$ cat src/cpr_pkg.sv
package cpr_pkg;

  // Bus and register geometry
  localparam int DATA_W = 32;
  localparam int REG_W = 16;
  localparam int ADDR_W = 10;
  localparam int PAD_NUM = 6;
  localparam int PAD_FLAT_W = PAD_NUM * REG_W;

  // Register indices; the byte address is four times the index
  localparam logic [7:0] IDX_LOW_BYTE = 8'hcd;
  localparam logic [7:0] IDX_WORD_A = 8'hce;
  localparam logic [7:0] IDX_WORD_B = 8'hcf;
  localparam logic [7:0] IDX_SPLIT_ZERO = 8'hd0;
  localparam logic [7:0] IDX_SPLIT_ONE = 8'hd1;
  localparam logic [7:0] IDX_SPLIT_TWO = 8'hd2;
  localparam logic [7:0] IDX_CRC_STATUS = 8'hf0;
  localparam logic [1:0] WORD_ALIGN = 2'h0;

  // Field masks; in the writable masks zero bits are reserved and read as zero, MASK_RESERVED_SPLIT sets the reserved split bits
  localparam logic [REG_W-1:0] MASK_LOW_BYTE = 16'h00ff;
  localparam logic [REG_W-1:0] MASK_FULL = 16'hffff;
  localparam logic [REG_W-1:0] MASK_SPLIT = 16'he01f;
  localparam logic [REG_W-1:0] MASK_RESERVED_SPLIT = 16'h1fe0;

  // Reset values
  localparam logic [REG_W-1:0] RST_ZERO = 16'h0000;
  localparam logic [REG_W-1:0] RST_SPLIT_ONE = 16'h0001;
  localparam logic [REG_W-1:0] RST_SPLIT_TWO = 16'h0002;

  // Per-slot tables, slot 0 is the low byte register
  localparam logic [PAD_NUM-1:0][7:0] PAD_IDX = {IDX_SPLIT_TWO, IDX_SPLIT_ONE,
    IDX_SPLIT_ZERO, IDX_WORD_B, IDX_WORD_A, IDX_LOW_BYTE};
  localparam logic [PAD_NUM-1:0][REG_W-1:0] PAD_MASK = {MASK_SPLIT, MASK_SPLIT,
    MASK_SPLIT, MASK_FULL, MASK_FULL, MASK_LOW_BYTE};
  localparam logic [PAD_NUM-1:0][REG_W-1:0] PAD_RST = {RST_SPLIT_TWO, RST_SPLIT_ONE,
    RST_ZERO, RST_ZERO, RST_ZERO, RST_ZERO};
  localparam logic [2:0] SLOT_NONE = 3'h7;

  // Checksum constants
  localparam logic [REG_W-1:0] CRC_POLY = 16'h1021;
  localparam logic [REG_W-1:0] CRC_SEED = 16'hffff;

  // Bus carriers
  typedef struct packed {
    logic read;
    logic write;
    logic [ADDR_W-1:0] address;
    logic [DATA_W-1:0] writedata;
  } cpr_req_t;

  typedef struct packed {
    logic waitrequest;
    logic [DATA_W-1:0] readdata;
  } cpr_rsp_t;

  typedef enum logic {
    ST_IDLE,
    ST_ACK
  } cpr_bus_state_t;

endpackage : cpr_pkg

$ cat src/cpr_pad_reg.sv
`timescale 1ns/1ps
module cpr_pad_reg #(
  parameter logic [15:0] RST_VAL = 16'h0000,
  parameter logic [15:0] WR_MASK = 16'hffff
) (
  input wire logic i_clk, // Register clock
  input wire logic i_rst, // Synchronous reset
  input wire logic i_we, // Write strobe
  input wire logic [15:0] i_wdata, // Write data
  output logic [15:0] o_value // Stored value, reserved bits zero
);

  logic [15:0] value_q;

  // Only writable bits are stored, so reserved bits can never hold a one
  always_ff @(posedge i_clk) begin
    if (i_rst) begin
      value_q <= RST_VAL & WR_MASK;
    end else if (i_we) begin
      value_q <= i_wdata & WR_MASK;
    end
  end

  assign o_value = value_q;

endmodule : cpr_pad_reg

$ cat src/cpr_crc16.sv
`timescale 1ns/1ps
module cpr_crc16
  import cpr_pkg::*;
(
  input wire logic i_clk, // Register clock
  input wire logic i_rst, // Synchronous reset
  input wire logic [cpr_pkg::PAD_FLAT_W-1:0] i_pads, // All pad words
  output logic [cpr_pkg::REG_W-1:0] o_crc // Registered checksum
);

  logic [REG_W-1:0] crc_d;
  logic [REG_W-1:0] crc_q;

  // Whole-bank checksum, MSB first; one cycle behind the pad contents
  always_comb begin
    logic fb;
    fb = 1'b0;
    crc_d = CRC_SEED;
    for (int i = PAD_FLAT_W - 1; i >= 0; i--) begin
      fb = crc_d[REG_W-1] ^ i_pads[i];
      crc_d = {crc_d[REG_W-2:0], 1'b0} ^ (fb ? CRC_POLY : RST_ZERO);
    end
  end

  always_ff @(posedge i_clk) begin
    if (i_rst) begin
      crc_q <= RST_ZERO;
    end else begin
      crc_q <= crc_d;
    end
  end

  assign o_crc = crc_q;

endmodule : cpr_crc16

$ cat src/cpr_bank.sv
// Implementation choice: the Avalon-MM slave port.
`timescale 1ns/1ps
module cpr_bank (
  input wire logic I_CLK, // 100 MHz register clock
  input wire logic I_RST, // Synchronous reset, active high
  input wire cpr_pkg::cpr_req_t I_AVS, // Avalon-MM request
  output cpr_pkg::cpr_rsp_t O_AVS, // Avalon-MM answer
  output logic [cpr_pkg::REG_W-1:0] O_CRC // Checksum over the pad bank
);
  import cpr_pkg::*;

  ////////////////////////////////////////////////////////////////////////////
  // Declarations

  cpr_bus_state_t state_q;
  cpr_rsp_t rsp_q;
  logic [PAD_NUM-1:0][REG_W-1:0] pad_val;
  logic [REG_W-1:0] crc_val;
  logic [2:0] req_slot;
  logic req_crc;
  logic req_hit;
  logic wr_fire;
  logic [DATA_W-1:0] rd_word;

  ////////////////////////////////////////////////////////////////////////////
  // Address decode

  // Maps a byte address onto a pad slot; misaligned or foreign gives SLOT_NONE
  function automatic logic [2:0] pad_slot(input logic [ADDR_W-1:0] addr);
    logic [2:0] slot;
    slot = SLOT_NONE;
    if (addr[1:0] == WORD_ALIGN) begin
      for (int i = 0; i < PAD_NUM; i++) begin
        if (addr[ADDR_W-1:2] == PAD_IDX[i]) begin
          slot = 3'(i);
        end
      end
    end
    return slot;
  endfunction : pad_slot

  assign req_slot = pad_slot(I_AVS.address);
  assign req_crc = (I_AVS.address == {IDX_CRC_STATUS, WORD_ALIGN});
  assign req_hit = (state_q == ST_IDLE) && (I_AVS.read || I_AVS.write);

  // Writes land only at the edge where waitrequest is seen low
  assign wr_fire = (state_q == ST_ACK) && I_AVS.write && (req_slot != SLOT_NONE);

  ////////////////////////////////////////////////////////////////////////////
  // Bus handshake

  // Two-cycle answer: waitrequest drops for exactly one cycle per request,
  // which keeps a held request from being taken twice
  always_ff @(posedge I_CLK) begin
    if (I_RST) begin
      state_q <= ST_IDLE;
    end else begin
      case (state_q)
        ST_IDLE: begin
          if (req_hit) begin
            state_q <= ST_ACK;
          end
        end
        ST_ACK: begin
          state_q <= ST_IDLE;
        end
        default: begin
          state_q <= ST_IDLE;
        end
      endcase
    end
  end

  // Waitrequest is high at rest, so an unexpected request is always stalled
  always_ff @(posedge I_CLK) begin
    if (I_RST) begin
      rsp_q.waitrequest <= 1'b1;
    end else begin
      rsp_q.waitrequest <= !req_hit;
    end
  end

  ////////////////////////////////////////////////////////////////////////////
  // Read path

  // Upper half of the bus word is always zero; unmapped reads return zero
  always_comb begin
    rd_word = '0;
    if (req_slot != SLOT_NONE) begin
      rd_word = {16'h0000, pad_val[req_slot]};
    end else if (req_crc) begin
      rd_word = {16'h0000, crc_val};
    end
  end

  // Read data is captured when the request is taken and stands until the next
  always_ff @(posedge I_CLK) begin
    if (I_RST) begin
      rsp_q.readdata <= '0;
    end else if (req_hit && I_AVS.read) begin
      rsp_q.readdata <= rd_word;
    end
  end

  assign O_AVS = rsp_q;

  ////////////////////////////////////////////////////////////////////////////
  // Pad storage

  // One storage cell per pad register; the mask drops reserved write bits
  for (genvar g = 0; g < PAD_NUM; g++) begin : g_pad
    cpr_pad_reg #(
      .RST_VAL(PAD_RST[g]),
      .WR_MASK(PAD_MASK[g])
    ) u_pad (
      .i_clk(I_CLK),
      .i_rst(I_RST),
      .i_we(wr_fire && (req_slot == 3'(g))),
      .i_wdata(I_AVS.writedata[REG_W-1:0]),
      .o_value(pad_val[g])
    );
  end

  ////////////////////////////////////////////////////////////////////////////
  // Checksum

  // Pad contents go nowhere but here and the read path, so they cannot disturb other logic
  cpr_crc16 u_crc (
    .i_clk(I_CLK),
    .i_rst(I_RST),
    .i_pads(pad_val),
    .o_crc(crc_val)
  );

  assign O_CRC = crc_val;
endmodule : cpr_bank

$ cat config.mk
export PLATFORM = sky130hd
export DESIGN_NAME = cpr_bank
export DESIGN_NICKNAME = d
export VERILOG_FILES = /design/src/cpr_pkg.sv /design/src/cpr_pad_reg.sv /design/src/cpr_crc16.sv /design/src/cpr_bank.sv
export SDC_FILE = /design/constraint.sdc
export NUM_CORES = 1
export LEC_CHECK = 0
export BUFFER_PORTS_ARGS = -buffer_cell sky130_fd_sc_hd__buf_2
export CAP_MARGIN = 20
export CORE_ASPECT_RATIO = 0.9
export CORE_MARGIN = 1.5
export CORE_UTILIZATION = 53
export CTS_CLUSTER_DIAMETER = 30
export DETAILED_ROUTE_END_ITERATION = 6
export PLACE_DENSITY = 0.86
export SLEW_MARGIN = 20
export SYNTH_ARGS = -nofsm -noshare
export SYNTH_HDL_FRONTEND = slang
export SYNTH_SLANG_ARGS = --single-unit
$ cat constraint.sdc
create_clock -name I_CLK -period 4.35 [get_ports I_CLK]
set_clock_uncertainty 0.05 [all_clocks]
set_input_delay 0.435 -clock I_CLK [delete_from_list [all_inputs] [get_ports I_CLK]]
set_output_delay 0.435 -clock I_CLK [all_outputs]
set_load 0.05 [all_outputs]
After elaboration in Yosys (flattened, before gate mapping). Index checks and enable logic that the tools add are counted.

Multiplexer cells: 109. $lt $le $gt $ge: 1. Bitwise gates (word level): 160. Reductions and logical operators: 14. Eq/ne operators: 13.

Operators with widths (count): bitwise XOR 16 bit (95); two-way mux 13 bit (96); bitwise XOR 1 bit (63); binary-select mux 16 bit (select 3 bit) (1); == test 8 bit, second input constant (6); two-way mux 16 bit (3); two-way mux 3 bit (7); inverter 15 bit (1); == test 10 bit, second input constant (1); logical AND 1 bit (10); == test 3 x 2 -> 1 bit, second input constant (2); == test 3 bit, second input constant (2); less-than comparator 3 x 4 -> 1 bit, second input constant (1); == test 3 x 1 -> 1 bit, second input constant (1); logical NOT 3 bit (1); inequality test 3 bit, second input constant (1); logical NOT 2 bit (1); case mux 1 bit (2 select lines) (1); logical NOT 1 bit (1); logical OR 1 bit (1); two-way mux 1 bit (1); inverter 1 bit (1).

Register bits: 114.

Logic depth before layout (Yosys ltp).
Depth in word-level cells: 255. Depth in mapped cells: 12. Gate-level depth less buffers: 11.

By module. From an unflattened synthesis, not the netlist that was laid out.

Cell total of the unflattened synthesis: 803. Area total of the unflattened synthesis: 8789.7 sq um.

By module, submodules not included: cpr_crc16 (seq. area each 320.3 sq um, cells an instance 309, area an instance 4379.2 sq um, instances 1); cpr_bank (seq. area each 360.3 sq um, cells an instance 250, area an instance 1843.0 sq um, instances 1); cpr_pad_reg (g_pad[1].u_pad ...) (seq. area each 320.3 sq um, cells an instance 52, area an instance 580.6 sq um, instances 2); cpr_pad_reg (g_pad[4].u_pad ...) (seq. area each 160.2 sq um, cells an instance 35, area an instance 354.1 sq um, instances 2); cpr_pad_reg (g_pad[0].u_pad ...) (seq. area each 160.2 sq um, cells an instance 35, area an instance 349.1 sq um, instances 2).

Least setup slack after synthesis. No wires, ideal clock.

Path kind: register -> register. Start point: reg g_pad[5].u_pad.value_q[15]. End point: reg u_crc.crc_q[5] (netlist: u_crc.o_crc[5]). Data required time: 4235 ps. Clock period less this slack: 4292 ps. Data arrival time: 4177 ps. Cell stages (with the launch flop): 13. Slack: 58 ps. Cell sequence: dfxtp_1 -> buf_2 -> xnor3_2 -> xor2_1 -> xor2_2 -> xnor3_2 -> xnor3_1 -> xnor3_2 -> xnor3_2 -> xnor2_4 -> xnor2_4 -> xor3_1 -> nor2_1.

Cells in the longest elaborated chain, start to end: 135. Elaborated cells between the ends (all ways): 219. Those cells by class: 73 x mux; 146 x bitwise.

RTL lines: start: declaration (line cpr_pad_reg.sv:13) `logic [15:0] value_q;`; start signal: assignment (line cpr_pad_reg.sv:18) `value_q <= RST_VAL & WR_MASK;`; start signal: assignment (line cpr_pad_reg.sv:20) `value_q <= i_wdata & WR_MASK;`; two-way mux 13 bit * (line cpr_crc16.sv:21) `crc_d = {crc_d[REG_W-2:0], 1'b0} ^ (fb ? CRC_POLY : RST_ZERO);`; inverter 15 bit (no line); bitwise XOR 16 bit * (3 in a row) (line cpr_crc16.sv:21); two-way mux 13 bit or bitwise XOR 16 bit (tied branches) (line cpr_crc16.sv:21); bitwise XOR 16 bit * (4 in a row) (line cpr_crc16.sv:21); two-way mux 13 bit or bitwise XOR 16 bit (tied branches) (line cpr_crc16.sv:21); bitwise XOR 16 bit * (4 in a row) (line cpr_crc16.sv:21); bitwise XOR 1 bit or bitwise XOR 16 bit (tied branches) (line cpr_crc16.sv:20, cpr_crc16.sv:21); [105 not listed]; two-way mux 13 bit (line cpr_crc16.sv:21); bitwise XOR 16 bit * (4 in a row) (line cpr_crc16.sv:21); bitwise XOR 1 bit (line cpr_crc16.sv:20) `fb = crc_d[REG_W-1] ^ i_pads[i];`; two-way mux 13 bit (line cpr_crc16.sv:21); bitwise XOR 16 bit * (4 in a row) (line cpr_crc16.sv:21); bitwise XOR 1 bit (line cpr_crc16.sv:20); two-way mux 13 bit (line cpr_crc16.sv:21); bitwise XOR 16 bit * (line cpr_crc16.sv:21); end signal: assignment (line cpr_crc16.sv:29) `crc_q <= crc_d;`; end: declaration (line cpr_crc16.sv:12) `logic [REG_W-1:0] crc_q;`.

Mark *: on every way between the ends. The rest lies on a longest branch, timed or not. A chain may end at the register's enable or synchronous reset.

Final worst setup path.
Start point: reg g_pad[4].u_pad.value_q[14]. End point: reg u_crc.crc_q[12] (netlist: u_crc.o_crc[12]).

Cells in the longest elaborated chain, start to end: 111. Elaborated cells between the ends (all ways): 172. Those cells by class: 52 x mux; 120 x bitwise.

RTL lines (line): start: declaration (cpr_pad_reg.sv:13); start signal: assignment (cpr_pad_reg.sv:18); start signal: assignment (cpr_pad_reg.sv:20); bitwise XOR 1 bit * (cpr_crc16.sv:20); two-way mux 13 bit * (cpr_crc16.sv:21); bitwise XOR 16 bit * (11 in a row) (cpr_crc16.sv:21); bitwise XOR 1 bit (cpr_crc16.sv:20); two-way mux 13 bit (cpr_crc16.sv:21); bitwise XOR 16 bit * (4 in a row) (cpr_crc16.sv:21); bitwise XOR 1 bit (cpr_crc16.sv:20); two-way mux 13 bit (cpr_crc16.sv:21); [76 not listed]; two-way mux 13 bit (cpr_crc16.sv:21); bitwise XOR 16 bit * (4 in a row) (cpr_crc16.sv:21); bitwise XOR 1 bit (cpr_crc16.sv:20); two-way mux 13 bit (cpr_crc16.sv:21); bitwise XOR 16 bit * (4 in a row) (cpr_crc16.sv:21); bitwise XOR 1 bit (cpr_crc16.sv:20); two-way mux 13 bit (cpr_crc16.sv:21); bitwise XOR 16 bit * (cpr_crc16.sv:21).

Marks and branches as above.

==> results.ini <==
[finish]
fin_nets=872
num_antenna_cells=0
syn2layout_area_growth_pct=16.7
finalNonFillerCells=995
num-fill-cells=945
drive_above_1_share_pct=22.9
postLayoutCellArea_um2=8240

[logic_synthesis]
syn-mean-instance-area_um2=9.67
syn-instance-count=730
synth_most_common_cell=nand2_1
ys_top_cells_by_area=dfxtp_1, xnor3_1, xnor2_1, nand2_1, xor2_1
yosysSeqAreaShare_pct=27.8
ys_dominant_reg_cell=dfxtp_1
synth_xor_area_share_pct=42.2
synth_fa_ha_area_share_pct=0
yosysTopAreaCell=dfxtp_1
synth_mux_area_share_pct=3.69
synth_edf_count=0
yosys_warnings=0
synth_seq_cells=98
synth_area_um2=7060
synth_compound_area_share_pct=9.32
synthArstFlopShare_pct=0
synth-simple-area-share_pct=12.8
synth_top_area_share_pct=27.8
synth.distinct_cells=48
synth_top_family_by_area=XOR/XNOR gates
synthTopCellsByCount=nand2_1, xnor2_1, dfxtp_1, nor2_1, a21oi_1

[clock_tree]
clock_sinks=98
cts_hold_buf=0
cts_inserted_buffers=9
root_buffer=clkbuf_16
htreeDepth=3
clk_path_buf_depth=2
path_clk_slew_ns=0.08
insertion_delay_ns=0.35
cts_tree=yes

[setup_path]
cp_data_required_time_ns=4.58
reg2reg_slack_ns=0.10
worstSetupStartpoint=g_pad[4].u_pad.o_value[14]
critPathArrivalTime_ns=4.48
slowest_delay_ns=0.45
cp_max_fo=5
worst_setup_path_end_kind=register
r2r_start=g_pad[4].u_pad.o_value[14]
crit_chain=xor2_2, buf_4, xnor3_4, xor2_4, buf_4, xnor2_1, xnor3_2, xnor3_1, xnor3_2, xor2_4, xnor2_4, xnor3_1, nor2_1
rr_worst_depth=13
critical_path.endpoint=u_crc.o_crc[12]
r2r_end=u_crc.o_crc[12]
cp-start-kind=register
worst-setup-path-type=register to register
crit_slowest_cell=xnor3_2

[power]
leakagePower_nw=3.53
powerDensity_nw_per_um2=274
peakVddDrop_mv=0.260
total_power_mw=2.26

[routing]
dr.pass1.iters=7
avgViaCountPerCell=5.89
routedWlPerCell_um=21.2
drtIter0Drc=902
wl_um=21100
drcViolationCount=0
ant_nets=0
vias=5860

[timing]
worst_pin_slew_ns=0.736
fin_crit_ns=4.25
setup_viol=0
hold-worst-slack_ns=0.282
fmax_ghz=0.236
hold_violations=0
slew_headroom_pct=50.6
final_max_slew_viol_count=0
setup_ws_ns=0.104
period_share_pct=97.6

[die]
rows=39
ios=95
coreArea_um2=12800
die_h_um=112
initial_core_util_pct=55.0
fp.dieArea_um2=14000
fp.dieW_um=125

[placed_design]
gp_congestion=0.925
dp_slack_ns=-0.0788
hpwl_um=15100
placed_area_um2=7750
dp_cells=968
portBuffers=62

[grt]
gr-total-overflow=0
grt_max_degree=62
antenna_found_initial=1
grt_usage_pct=29.5
grt_pass1_wl_um=31600
grt_pass1_vias=5644

[outcome]
status=completed

[job]
drv_cap=0

[worst_hold_path]
min_path_cells=3
hold_path.class=input port to register

-- state kept, by name, summed over array words and instances (netlist names) --
signal               count
O_AVS                   17
g_pad.u_pad.o_value     64
u_crc.o_crc             16
state_q                  1
-- layer usage --
metal | routed length, µm | vias to the layer above | track usage (%)
li1 | - | 2604 | -
met1 | 7920 | 2782 | 38.1
met2 | 9790 | 392 | 47.7
met3 | 2520 | 80 | 7.91
met4 | 898 | 2 | 11.2
met5 | 11 | - | 0
-- logic make-up after synthesis --
group,count (synthesis)
AOI/OAI and AO/OA,107
muxes,26
buffers and inverters,58
other,1
DFF,98
xor gates and xnor gates,221
and+or+nand+nor,219
-- cells in the final DEF (no fill, tap or decap), drive strengths merged, types with 16 or more instances in the layout --
master,netlist,routed
buf,26,126
xor2,42,42
nor2,62,62
conb,1,16
xnor3,51,51
nand2,116,116
a21oi,56,56
mux2i,26,26
dfxtp,98,98
xnor2,117,117
-- worst min path at each step --
stage / startpoint / endpoint / slack (ns)
after floorplan: g_pad[2].u_pad.o_value[2] / g_pad[2].u_pad.o_value[2] / 0.39
after global placement: g_pad[2].u_pad.o_value[2] / g_pad[2].u_pad.o_value[2] / 0.41
after detailed placement: g_pad[2].u_pad.o_value[2] / g_pad[2].u_pad.o_value[2] / 0.42
after CTS: I_AVS[11] / g_pad[1].u_pad.o_value[11] / 0.28
after global routing: I_AVS[11] / g_pad[1].u_pad.o_value[11] / 0.29
final: I_AVS[9] / g_pad[1].u_pad.o_value[9] / 0.28
-- through the flow --
| step | TNS (ns) | utilization (%) |
|---|---|---|
| 2_1_floorplan | 0 | - |
| 3_3_place_gp | 0 | 60.4 |
| 3_5_place_dp | -0.153 | 60.4 |
| 4_1_cts | 0 | 62.9 |
| 5_1_grt | -0.109 | 64.2 |
| 6_report | 0 | 64.2 |
-- critical path: cells and delay by family, from the launching register on --
family,cells,cell delay (ns)
buffers and inverters,2,0.38
xor gates and xnor gates,10,3.19
and+or+nand+nor,1,0.11
DFF,1,0.43
-- layout make-up --
| cell class | instances | area [µm²] | share of cell area, % |
|---|---|---|---|
| Sequential cell | 98 | 1980 | 24.0 |
| Clock buffer | 10 | 229 | 2.78 |
| Tap cell | 164 | 205 | 2.49 |
| Clock inverter | 6 | 48.8 | 0.592 |
| Inverter | 2 | 7.51 | 0.0911 |
| Multi-Input combinational cell | 589 | 4980 | 60.5 |
| Timing Repair Buffer | 126 | 791 | 9.60 |
-- repair_timing --
item                       CTS  global route
pin swaps                    4            13
cloned                       0             0
gates resized for setup      7            22
buffers inserted             2             9
hold endpoints to repair     0             0
setup endpoints to repair    4            11
-- where the power goes --
part           total, mW  internal, mW  switching (mW)
clock network      0.778         0.396           0.381
registers          0.977         0.939          0.0381
logic              0.504         0.170           0.334
Power figures use the tool's default switching activity.
